### config.mk
export PLATFORM = sky130hd
export DESIGN_NAME = reset_sources_and_startup_sequencer
export DESIGN_NICKNAME = d
export VERILOG_FILES = /design/src/reset_seq_pkg.sv /design/src/reset_sources_and_startup_sequencer.sv /design/src/reset_release_bridge.sv
export SDC_FILE = /design/constraint.sdc
export NUM_CORES = 1
export LEC_CHECK = 0
export CORE_ASPECT_RATIO = 0.6
export CORE_UTILIZATION = 55
export DETAILED_ROUTE_END_ITERATION = 7
export DONT_BUFFER_PORTS = 1
export GPL_ROUTABILITY_DRIVEN = 0
export PLACE_DENSITY_LB_ADDON = 0.3
export SETUP_SLACK_MARGIN = 0.2
export SLEW_MARGIN = 25
export SYNTH_ARGS = -nofsm -noshare
export SYNTH_HDL_FRONTEND = slang
export SYNTH_SLANG_ARGS = --single-unit
### constraint.sdc
create_clock -name aclk -period 1.9 [get_ports aclk]
set_input_delay 0.285 -clock aclk [delete_from_list [all_inputs] [get_ports aclk]]
set_output_delay 0.285 -clock aclk [all_outputs]
set_load 0.02 [all_outputs]
### src/reset_seq_pkg.sv
// constants, register map and state type of the reset and start-up sequencer
//------------------------------------------------------------------------------
// Operation
// power-up timer times out after 64 ms
// reset held while power-up timer runs
// timer enable bit low enables, high bypasses
// timer starts after power-on and brownout release
// two-bit field selects one of four brownout modes
// brownout trips only after filtered low supply
// mode 11 waits ready, protects in sleep
// mode 10 off in sleep, wake waits ready
// mode 01 soft enable, start-up never waits
// mode 01 protects once ready, sleep ignored
// soft enable stays writable, inert outside 01
// ready status bit 0, bits 6..1 zero
// clear pin enabled by enable or low-voltage bit
// enabled clear pin held low holds reset
// clear pin filter drops short low pulses
// disabled clear pin is input, pull-up software
// watchdog timeout resets, updates timeout flags
// reset instruction resets, clears its flag
// enabled stack faults reset and set flags
// programming-mode exit acts like power-on
// run after timers expire and pin released
// timers ignore clear pin; run on release
// clear pin reset clears flag; firmware sets it
// reset asserts asynchronously, releases synchronously
//------------------------------------------------------------------------------
package reset_seq_pkg;

  // clock and timing
  localparam int CLK_HZ        = 20_000_000;
  localparam int POWERUP_DELAY_TIMER_TIME_MS  = 64;
  localparam int POWERUP_DELAY_TIMER_CYCLES   = POWERUP_DELAY_TIMER_TIME_MS * (CLK_HZ / 1000);
  localparam int BOR_FILT_NS   = 1000;
  localparam int BOR_FILT_CYC  = (BOR_FILT_NS * (CLK_HZ / 1_000_000) + 999) / 1000;
  localparam int MASTER_CLEAR_N_FILT_NS  = 200;
  localparam int MASTER_CLEAR_N_FILT_CYC = (MASTER_CLEAR_N_FILT_NS * (CLK_HZ / 1_000_000) + 999) / 1000;

  // register byte addresses
  localparam logic [3:0] ADDR_BROWNOUT_CONTROL = 4'h0;
  localparam logic [3:0] ADDR_POWER_CONTROL    = 4'h4;
  localparam logic [3:0] ADDR_RESET_STATUS     = 4'h8;
  localparam logic [3:0] ADDR_STARTUP_CONFIG   = 4'hC;

  // brownout_control fields
  localparam int BC_SOFT_EN = 7;
  localparam int BC_READY   = 0;
  // power_control_reg fields
  localparam int PC_STK_OVF = 7;
  localparam int PC_STK_UNF = 6;
  localparam int PC_PIN_N   = 3;
  localparam int PC_INSN_N  = 2;
  localparam int PC_POR_N   = 1;
  localparam int PC_BOR_N   = 0;
  // reset_status fields
  localparam int RS_PD_N    = 0;
  localparam int RS_TO_N    = 1;
  localparam int RS_RUNNING = 2;
  // startup_config fields
  localparam int SC_POWERUP_DELAY_TIMER_EN_N = 0;
  localparam int SC_MODE_LO   = 1;
  localparam int SC_MODE_HI   = 2;
  localparam int SC_PIN_EN    = 3;
  localparam int SC_LVP       = 4;
  localparam int SC_STK_EN    = 5;
  localparam int SC_OST_REQ   = 6;

  localparam logic [6:0] STARTUP_CONFIG_RESET = 7'h0E;
  localparam logic       SOFT_BOR_EN_RESET    = 1'b1;

  // brownout modes
  localparam logic [1:0] BOR_ALWAYS_ON = 2'h3;
  localparam logic [1:0] BOR_NO_SLEEP  = 2'h2;
  localparam logic [1:0] BOR_SOFTWARE  = 2'h1;

  // axi responses
  localparam logic [1:0] RESP_OKAY   = 2'h0;
  localparam logic [1:0] RESP_SLVERR = 2'h2;

  // start-up sequence
  typedef enum logic [2:0] {
    SEQ_POWER,
    SEQ_TIMERS,
    SEQ_PIN,
    SEQ_RUN,
    SEQ_SLEEP,
    SEQ_WAKE,
    SEQ_SOFT
  } seq_e;

endpackage

### src/reset_sources_and_startup_sequencer.sv
// reset source combiner and start-up sequencer with axi4-lite registers
`timescale 1ns/100ps
`default_nettype none
module reset_sources_and_startup_sequencer
  import reset_seq_pkg::*;
#(
  parameter int POWERUP_DELAY_TIMER_COUNT = POWERUP_DELAY_TIMER_CYCLES,
  parameter int BOR_COUNT  = BOR_FILT_CYC,
  parameter int PIN_COUNT  = MASTER_CLEAR_N_FILT_CYC
)
(
  input  wire logic        aclk,
  input  wire logic        aresetn,
  // axi4-lite slave
  input  wire logic [3:0]  s_axi_awaddr,
  input  wire logic        s_axi_awvalid,
  output logic             s_axi_awready,
  input  wire logic [31:0] s_axi_wdata,
  input  wire logic [3:0]  s_axi_wstrb,
  input  wire logic        s_axi_wvalid,
  output logic             s_axi_wready,
  output logic [1:0]       s_axi_bresp,
  output logic             s_axi_bvalid,
  input  wire logic        s_axi_bready,
  input  wire logic [3:0]  s_axi_araddr,
  input  wire logic        s_axi_arvalid,
  output logic             s_axi_arready,
  output logic [31:0]      s_axi_rdata,
  output logic [1:0]       s_axi_rresp,
  output logic             s_axi_rvalid,
  input  wire logic        s_axi_rready,
  // analog monitors and pin, asynchronous
  input  wire logic        power_on_reset,
  input  wire logic        supply_low,
  input  wire logic        brownout_circuit_ready,
  input  wire logic        master_clear_n,
  input  wire logic        osc_startup_done,
  // core events, same clock
  input  wire logic        watchdog_timeout,
  input  wire logic        reset_insn,
  input  wire logic        stack_overflow,
  input  wire logic        stack_underflow,
  input  wire logic        prog_mode_exit,
  input  wire logic        sleep_req,
  input  wire logic        gpio_pullup_sw,
  // outputs
  output logic             device_reset,
  output logic             wake_stall,
  output logic             brownout_enable,
  output logic             pin_pullup_en,
  output logic             pin_gpio_in
);

  localparam int CNT_W = $clog2(POWERUP_DELAY_TIMER_COUNT + 1);
  localparam int BFW   = $clog2(BOR_COUNT + 1);
  localparam int PFW   = $clog2(PIN_COUNT + 1);
  localparam int SYNC_W = 5;
  localparam int SY_POR = 0;
  localparam int SY_LOW = 1;
  localparam int SY_RDY = 2;
  localparam int SY_PIN = 3;
  localparam int SY_OST = 4;

  //----------
  // state
  //----------
  typedef struct packed {
    logic [SYNC_W-1:0] sync1;
    logic [SYNC_W-1:0] sync2;
    seq_e              seq;
    logic              hold;
    logic [CNT_W-1:0]  powerup_delay_timer_cnt;
    logic [BFW-1:0]    bor_cnt;
    logic [PFW-1:0]    pin_cnt;
    logic              pin_filt;
    logic              soft_en;
    logic [6:0]        cfg;
    logic              stk_ovf;
    logic              stk_unf;
    logic              pin_n;
    logic              insn_n;
    logic              por_n;
    logic              bor_n;
    logic              to_n;
    logic              pd_n;
    logic              gpio;
    logic              aw_got;
    logic [3:0]        aw_addr;
    logic              w_got;
    logic [31:0]       w_data;
    logic              w_lane0;
    logic              bvalid;
    logic [1:0]        bresp;
    logic              rvalid;
    logic [1:0]        rresp;
    logic [31:0]       rdata;
  } seq_s;

  seq_s state;
  seq_s next_state;

  logic [SYNC_W-1:0] raw_in;
  logic              pin_en;
  logic              pin_hold;
  logic [1:0]        mode;
  logic              bor_prot;
  logic              bor_trip;
  logic              powerup_delay_timer_done;
  logic              bor_ok;
  logic              ost_ok;
  logic              por_evt;
  logic              wr_fire;
  logic              wr_hit;
  logic              rd_hit;
  logic [31:0]       rd_word;

  assign raw_in = {osc_startup_done, master_clear_n, brownout_circuit_ready,
                   supply_low, power_on_reset};

  //----------
  // derived conditions
  //----------
  // clear pin enable and filtered hold
  assign pin_en   = state.cfg[SC_PIN_EN] | state.cfg[SC_LVP];
  assign pin_hold = pin_en & ~state.pin_filt;

  // brownout mode decode and protection
  assign mode = state.cfg[SC_MODE_HI:SC_MODE_LO];
  always_comb
  begin
    case (mode)
      BOR_ALWAYS_ON: brownout_enable = 1'b1;
      BOR_NO_SLEEP:  brownout_enable = (state.seq != SEQ_SLEEP);
      BOR_SOFTWARE:  brownout_enable = state.soft_en;
      default:       brownout_enable = 1'b0;
    endcase
  end
  assign bor_prot = brownout_enable & state.sync2[SY_RDY];
  assign bor_trip = bor_prot & state.sync2[SY_LOW]
                    & (state.bor_cnt == BFW'(BOR_COUNT));

  // start-up gates
  assign powerup_delay_timer_done = state.cfg[SC_POWERUP_DELAY_TIMER_EN_N]
                     | (state.powerup_delay_timer_cnt == CNT_W'(POWERUP_DELAY_TIMER_COUNT));
  assign bor_ok = ~((mode == BOR_ALWAYS_ON) | (mode == BOR_NO_SLEEP))
                  | (state.sync2[SY_RDY] & ~state.sync2[SY_LOW]);
  assign ost_ok = ~state.cfg[SC_OST_REQ] | state.sync2[SY_OST];
  assign por_evt = state.sync2[SY_POR] | prog_mode_exit;

  // bus decode
  assign wr_fire = state.aw_got & state.w_got & ~state.bvalid;
  // every aligned word of the map is a register
  assign wr_hit  = ~|state.aw_addr[1:0];
  assign rd_hit  = ~|s_axi_araddr[1:0];

  // read data mux
  always_comb
  begin
    rd_word = 32'h0000_0000;
    case (s_axi_araddr)
      ADDR_BROWNOUT_CONTROL:
      begin
        rd_word[BC_SOFT_EN] = state.soft_en;
        rd_word[BC_READY]   = bor_prot;
      end
      ADDR_POWER_CONTROL:
      begin
        rd_word[PC_STK_OVF] = state.stk_ovf;
        rd_word[PC_STK_UNF] = state.stk_unf;
        rd_word[PC_PIN_N]   = state.pin_n;
        rd_word[PC_INSN_N]  = state.insn_n;
        rd_word[PC_POR_N]   = state.por_n;
        rd_word[PC_BOR_N]   = state.bor_n;
      end
      ADDR_RESET_STATUS:
      begin
        rd_word[RS_PD_N]    = state.pd_n;
        rd_word[RS_TO_N]    = state.to_n;
        rd_word[RS_RUNNING] = ~state.hold;
      end
      ADDR_STARTUP_CONFIG: rd_word[6:0] = state.cfg;
      default:             rd_word = 32'h0000_0000;
    endcase
  end

  //----------------------------------------------------------------------------
  // next state
  //----------------------------------------------------------------------------
  always_comb
  begin
    next_state = state;

    // input synchronisers
    next_state.sync1 = raw_in;
    next_state.sync2 = state.sync1;

    // clear pin glitch filter
    if (state.sync2[SY_PIN] == state.pin_filt)
      next_state.pin_cnt = '0;
    else if (state.pin_cnt == PFW'(PIN_COUNT))
    begin
      next_state.pin_filt = state.sync2[SY_PIN];
      next_state.pin_cnt  = '0;
    end
    else
      next_state.pin_cnt = state.pin_cnt + PFW'(1);
    next_state.gpio = pin_en ? 1'b0 : state.sync2[SY_PIN];

    // brownout low-supply duration filter
    if (bor_prot & state.sync2[SY_LOW])
    begin
      if (state.bor_cnt != BFW'(BOR_COUNT))
        next_state.bor_cnt = state.bor_cnt + BFW'(1);
    end
    else
      next_state.bor_cnt = '0;

    // axi write channel capture
    if (s_axi_awvalid & s_axi_awready)
    begin
      next_state.aw_got  = 1'b1;
      next_state.aw_addr = s_axi_awaddr;
    end
    if (s_axi_wvalid & s_axi_wready)
    begin
      next_state.w_got   = 1'b1;
      next_state.w_data  = s_axi_wdata;
      next_state.w_lane0 = s_axi_wstrb[0];
    end
    if (wr_fire)
    begin
      next_state.aw_got = 1'b0;
      next_state.w_got  = 1'b0;
      next_state.bvalid = 1'b1;
      next_state.bresp  = wr_hit ? RESP_OKAY : RESP_SLVERR;
      if (state.w_lane0)
      begin
        case (state.aw_addr)
          ADDR_BROWNOUT_CONTROL:
            next_state.soft_en = state.w_data[BC_SOFT_EN];
          ADDR_POWER_CONTROL:
          begin
            next_state.stk_ovf = state.w_data[PC_STK_OVF];
            next_state.stk_unf = state.w_data[PC_STK_UNF];
            next_state.pin_n   = state.w_data[PC_PIN_N];
            next_state.insn_n  = state.w_data[PC_INSN_N];
            next_state.por_n   = state.w_data[PC_POR_N];
            next_state.bor_n   = state.w_data[PC_BOR_N];
          end
          ADDR_STARTUP_CONFIG: next_state.cfg = state.w_data[6:0];
          default:             next_state.cfg = state.cfg;
        endcase
      end
    end
    else if (state.bvalid & s_axi_bready)
      next_state.bvalid = 1'b0;

    // axi read channel
    if (s_axi_arvalid & s_axi_arready)
    begin
      next_state.rvalid = 1'b1;
      next_state.rdata  = rd_word;
      next_state.rresp  = rd_hit ? RESP_OKAY : RESP_SLVERR;
    end
    else if (state.rvalid & s_axi_rready)
      next_state.rvalid = 1'b0;

    // start-up sequence; hardware flag updates follow writes so they win
    case (state.seq)
      SEQ_POWER:
      begin
        next_state.powerup_delay_timer_cnt = '0;
        if (~state.sync2[SY_POR] & ~state.sync2[SY_LOW])
          next_state.seq = SEQ_TIMERS;
      end
      SEQ_TIMERS:
      begin
        if (~powerup_delay_timer_done)
          next_state.powerup_delay_timer_cnt = state.powerup_delay_timer_cnt + CNT_W'(1);
        if (powerup_delay_timer_done & bor_ok & ost_ok)
          next_state.seq = SEQ_PIN;
      end
      SEQ_PIN:
      begin
        if (~pin_hold)
          next_state.seq = SEQ_RUN;
      end
      SEQ_RUN:
      begin
        if (pin_hold)
        begin
          next_state.pin_n = 1'b0;
          next_state.seq   = SEQ_PIN;
        end
        else if (watchdog_timeout)
        begin
          next_state.to_n = 1'b0;
          next_state.seq  = SEQ_SOFT;
        end
        else if (reset_insn)
        begin
          next_state.insn_n = 1'b0;
          next_state.seq    = SEQ_SOFT;
        end
        else if (state.cfg[SC_STK_EN] & (stack_overflow | stack_underflow))
        begin
          if (stack_overflow)
            next_state.stk_ovf = 1'b1;
          if (stack_underflow)
            next_state.stk_unf = 1'b1;
          next_state.seq = SEQ_SOFT;
        end
        else if (sleep_req)
        begin
          next_state.pd_n = 1'b0;
          next_state.seq  = SEQ_SLEEP;
        end
      end
      SEQ_SLEEP:
      begin
        if (pin_hold)
        begin
          next_state.pin_n = 1'b0;
          next_state.to_n  = 1'b1;
          next_state.seq   = SEQ_PIN;
        end
        else if (watchdog_timeout | ~sleep_req)
        begin
          if (watchdog_timeout)
            next_state.to_n = 1'b0;
          next_state.seq = (mode == BOR_NO_SLEEP) ? SEQ_WAKE : SEQ_RUN;
        end
      end
      SEQ_WAKE:
      begin
        if (pin_hold)
        begin
          next_state.pin_n = 1'b0;
          next_state.seq   = SEQ_PIN;
        end
        else if (state.sync2[SY_RDY])
          next_state.seq = SEQ_RUN;
      end
      SEQ_SOFT: next_state.seq = SEQ_PIN;
      default:  next_state.seq = SEQ_POWER;
    endcase

    // power-on, programming exit and brownout restart the whole sequence
    if (por_evt | bor_trip)
    begin
      next_state.seq      = SEQ_POWER;
      next_state.powerup_delay_timer_cnt = '0;
      next_state.bor_n    = 1'b0;
      if (por_evt)
        next_state.por_n = 1'b0;
      next_state.pin_n   = 1'b1;
      next_state.insn_n  = 1'b1;
      next_state.stk_ovf = 1'b0;
      next_state.stk_unf = 1'b0;
      next_state.to_n    = 1'b1;
      next_state.pd_n    = 1'b1;
    end

    next_state.hold = ~((next_state.seq == SEQ_RUN)
                        | (next_state.seq == SEQ_SLEEP)
                        | (next_state.seq == SEQ_WAKE));
  end

  //----------
  // registers
  //----------
  always_ff @(posedge aclk)
  begin
    if (!aresetn)
    begin
      state          <= '0;
      state.sync1    <= 5'h08;
      state.sync2    <= 5'h08;
      state.seq      <= SEQ_POWER;
      state.hold     <= 1'b1;
      state.pin_filt <= 1'b1;
      state.soft_en  <= SOFT_BOR_EN_RESET;
      state.cfg      <= STARTUP_CONFIG_RESET;
      state.pin_n    <= 1'b1;
      state.insn_n   <= 1'b1;
      state.to_n     <= 1'b1;
      state.pd_n     <= 1'b1;
    end
    else
      state <= next_state;
  end

  //----------------------------------------------------------------------------
  // outputs
  //----------------------------------------------------------------------------
  // raw power-on detector asserts at once, release is synchronous
  reset_release_bridge u_bridge
  (
    .aclk      (aclk),
    .reset_req (power_on_reset | state.hold | ~aresetn),
    .reset_out (device_reset)
  );

  assign wake_stall    = (state.seq == SEQ_WAKE);
  assign pin_pullup_en = pin_en | gpio_pullup_sw;
  assign pin_gpio_in   = state.gpio;

  assign s_axi_awready = ~state.aw_got & ~state.bvalid;
  assign s_axi_wready  = ~state.w_got & ~state.bvalid;
  assign s_axi_bvalid  = state.bvalid;
  assign s_axi_bresp   = state.bresp;
  assign s_axi_arready = ~state.rvalid;
  assign s_axi_rvalid  = state.rvalid;
  assign s_axi_rdata   = state.rdata;
  assign s_axi_rresp   = state.rresp;

endmodule // reset_sources_and_startup_sequencer
`default_nettype wire

### src/reset_release_bridge.sv
// reset bridge: asynchronous assertion, two-stage synchronous release
`timescale 1ns/100ps
`default_nettype none
module reset_release_bridge
  import reset_seq_pkg::*;
(
  input  wire logic aclk,
  input  wire logic reset_req,
  output logic      reset_out
);

  typedef struct packed {
    logic stage1;
    logic stage2;
  } bridge_s;

  bridge_s state;
  bridge_s next_state;

  // shift zeros in once the request is gone
  always_comb
  begin
    next_state.stage1 = 1'b0;
    next_state.stage2 = state.stage1;
  end

  // request sets both stages at once, release takes two edges
  always_ff @(posedge aclk or posedge reset_req)
  begin
    if (reset_req)
      state <= 2'h3;
    else
      state <= next_state;
  end

  assign reset_out = state.stage2;

endmodule // reset_release_bridge
`default_nettype wire

==> results.txt <==
The number of fill cells in the layout is 581. The number of max-cap violations is 0. The worst setup path is captured at a register. The final net count came out at 582. The number of global-route vias before repair is ~3400.

The area added between synthesis and finish came out at 16.1%. During I/O placement, the number of pins put on the boundary was 109. Data on the critical path arrives at its endpoint at 1.94 ns. The synthesized area per cell came out at a little under 9 sq um. In this run the remaining antenna-violating nets after routing total 0. The minimum period implied by the final worst setup slack came out at 1.71 ns. The final cycle utilization of the critical path came out at 89.9%. The die covers between 8000 and 9000 sq um. Sorting the synthesized cells by how often they occur yields sky130_fd_sc_hd__dfxtp_1 (88), sky130_fd_sc_hd__nand2_1 (50), sky130_fd_sc_hd__nor2_1 (41), sky130_fd_sc_hd__buf_4 (36). Total power for the finished layout comes to 4.24 mW. After detailed placement, the total cell area comes to ~4400 sq um. The worst hold-check path type is input port to register. The setup skew after layout is 0.00742 ns. The switching power share of the total is 24.2%. The number of setup violations in the final report is 0. The number of endpoints with negative hold slack in the final report is 0. Once the floorplan was initialized, standard cells occupied around three fifths of the core. Measured on the finished design, the core utilization comes to around two thirds.

In this run the biggest area consumer among cell types represents 40.2% of the synthesized area. The total net switching power came out at about 1.0 mW. The die is roughly 70 um tall. The part of the power in registers came out at 46.6%. The number of antenna diodes in the final layout is 0. The data required time of the critical path is approximately 2.1 ns. The biggest fanout along the worst timing path is 3. met1 is the most crowded layer. The synthesized netlist devotes 12.7% of its cell area to compound gates. The total half-perimeter wirelength after legalization and detailed placement is about 7.2 mm. The fraction of layout instances using a drive strength above 1 came out at about 20%. The leakage power figure came out at ~1.9 nW. Counting the buffers created by CTS gives 9. The start-to-end type of the worst setup path is register to register.

Of all cell types, the one taking the most synthesized area is sky130_fd_sc_hd__dfxtp_1. Dividing total power by cell area gives a power density of 833 nW/um^2. The number of iterations in the first detailed-routing pass is 4.

The combinational power share is roughly 6.4%. The clock latency at the later pin of the worst-skew pair is 0.35 ns. In this run the deepest clock path goes through 2 buffers.

Setup repair after global routing could not meet its margin everywhere. After synthesis, the cell types taking the most area are sky130_fd_sc_hd__dfxtp_1 (40%), sky130_fd_sc_hd__buf_4 (6.2%), sky130_fd_sc_hd__mux2i_1 (5.0%). Final hold analysis gives a worst-case slack of 0.00758 ns. The adder-cell share of the synthesized area came out at 1.71%.

Yosys printed 0 warnings. In the synthesized netlist the dominant register cell turns out to be sky130_fd_sc_hd__dfxtp_1. The sequential cell area fraction in the yosys report came out at between 40% and 50%. For this run, the total global-route usage over all layers was measured as 25.6%. The first global-routing pass estimated 16.1 mm of wire. The timing-limited maximum frequency came out at 585 MHz. The placeable core area came out at 7480 sq um. The maximum number of pins on one net before global-route repair came out at 55.

The multi-input combinational cells in the finished layout cover a total of 2430 sq um. The final number of max-transition violations came out at 0. The share of cell area taken by muxes after synthesis is 5.80%. The number of DRC markers in iteration 0 came out at 241. For this design, the sink count on the clock tree is 90. The global routing usage on met2 came out at 36.2%.

TritonCTS built the clock tree. The internal power of the cells totals 3.21 mW. The clock-pin slew on the worst setup and hold paths came out at about 0.070 ns. The count of distinct cell types in the synthesized netlist is 64. VDD sags by at most 645 uV. After Yosys synthesis, and, or, nand and nor cells account for 25.7% of the synthesized area.

The level count of the clock H-tree came out at 3. The proportion of register bits with asynchronous set or reset after synthesis came out at 2.22%. The total global routing overflow is 0. The count of input and output buffers is 0. The detailed-route wire length came out at 10.4 mm. For met1 alone, demand over resource in global routing was 36.4%. The number of enable-type register cells in the synthesized netlist is 0. By area, the combinational part of the netlist is dominated by simple AND/OR/NAND/NOR gates. The xor and xnor area share after synthesis is 3.40%.

The tree is rooted in a sky130_fd_sc_hd__clkbuf_16. sky130_fd_sc_hd__dfxtp_1 is the most common cell in the netlist. At the placement stage, the worst setup path has a slack of -0.0602 ns. The flow ran to the end, and the final reports show no timing, DRC or antenna violations. The number of vias in the routed layout is 3563.

The synthesized netlist occupies a cell area of 4380 sq um. The post-layout instance area is 5090 sq um. The share of total power dissipated in the clock network is 47.0%. The number of antenna violations at the first check in global routing came to 0. In the global route stage, met3 resource usage came out at 9.00%.

The cell count after synthesis came out at 494. Measured along the x axis, the die boundary spans roughly 120 um. The routed via count divided by cell count is roughly 5.7. In the final routed layout, each cell accounts on average for about 17 um. STA classifies the critical path startpoint as a register. The synthesis-stage register bit count came out at 90. In the routed design, unresolved DRC markers number 0. Across all setup checks in the final design, the least slack found is between 0.15 and 0.2 ns. The sequential standard cell area came out at around 1800 sq um.

The number of placement rows is 24.
-- worst paths after layout --
| check | slack (ns) | endpoint | cells past startpoint | start |
|---|---|---|---|---|
| max in group asynchronous | 1.35 | u_bridge.reset_out | 1 | state[124] |
| worst max register to register | 0.19 | state[124] | 7 | state[104] |
| min in group asynchronous | 0.07 | u_bridge.next_state[0] | 1 | power_on_reset |
| worst max-delay path | 0.19 | state[124] | 7 | state[104] |
| worst min register to register | 0.36 | u_bridge.reset_out | 0 | u_bridge.next_state[0] |
| worst min-delay path | 0.008 | next_state[131] | 1 | aresetn |
-- placed cells by master (no fill, tap or decap), types with 13 or more instances in the layout --
cell | Yosys | layout
sky130_fd_sc_hd__nor2b_1 | 22 | 21
sky130_fd_sc_hd__a21oi_1 | 19 | 18
sky130_fd_sc_hd__inv_1 | 16 | 13
sky130_fd_sc_hd__dfxtp_1 | 88 | 81
sky130_fd_sc_hd__nand3_1 | 21 | 20
sky130_fd_sc_hd__mux2i_1 | 22 | 22
sky130_fd_sc_hd__nand2_1 | 50 | 49
sky130_fd_sc_hd__nor2_1 | 41 | 38
sky130_fd_sc_hd__conb_1 | 1 | 27
sky130_fd_sc_hd__buf_4 | 36 | 32
-- timing repair --
| item | CTS | global route |
|---|---|---|
| resized for setup | 23 | 28 |
| gates cloned | 1 | 1 |
| hold endpoints to repair | 1 | 0 |
| setup buffers | 6 | 5 |
| hold buffers | 1 | 0 |
| pin swaps | 6 | 3 |
| endpoints found under the setup margin | 24 | 36 |
-- per-stage QoR --
| step | cells | TNS (ns) |
|---|---|---|
| floorplan | 520 | 0 |
| global placement | 592 | 0 |
| detailed placement | 592 | -0.118 |
| CTS | 616 | 0 |
| global route | 622 | 0 |
| finish | 622 | 0 |
-- flip-flops by register name (all words and copies together) (netlist names) --
signal,flops
s_axi_bvalid,1
s_axi_rvalid,1
u_bridge.next_state,1
pin_gpio_in,1
s_axi_bresp,1
next_state,5
u_bridge.reset_out,1
s_axi_rresp,1
s_axi_rdata,8
state,68
mode,2
-- layer usage --
metal	wire [um]	part of all wire [%]	up-vias
li1	-	-	1697
met1	4960	48	1714
met2	4400	42	136
met3	895	8.6	16
met4	145	1.4	0
met5	0	0	-
-- area by class of cell --
class                   count  share of cell area, %
multi-input cells         360                   47.9
flip-flops and latches     90                   35.9
repair buffers             36                   5.93
clock buffers               9                   4.43
well taps                 104                   2.56
clock inverters             7                   2.09
inverters                  16                   1.18
-- kinds of logic (layout without fill, tap and decap cells) --
logic type	count (synthesis)	count (layout)
AO/OA/AOI/OAI	77	77
XOR/XNOR	17	17
other	1	27
adder cells (fa/ha/maj)	6	6
multiplexers	24	24
flip-flops	90	90
AND/OR/NAND/NOR	209	209
buffers and inverters	70	68
-- critical path: stages, from the launching register on --
cell and delay [ns]:
sky130_fd_sc_hd__dfxtp_2 0.33, sky130_fd_sc_hd__inv_2 0.08, sky130_fd_sc_hd__ha_4 0.13, sky130_fd_sc_hd__nor4bb_4 0.26, sky130_fd_sc_hd__nand2_2 0.12, sky130_fd_sc_hd__or3_4 0.40, sky130_fd_sc_hd__a32oi_2 0.22, sky130_fd_sc_hd__a22oi_2 0.06
-- power groups by stage --
stage	clock network (mW)	registers, mW	logic [mW]
floorplan	0	2.00	0.264
global placement	0	2.02	0.237
detailed placement	0	2.02	0.244
CTS	2.01	1.98	0.258
global route	2.08	1.98	0.294
finish	1.99	1.98	0.270
No activity file was read; power rests on OpenSTA's default activity.
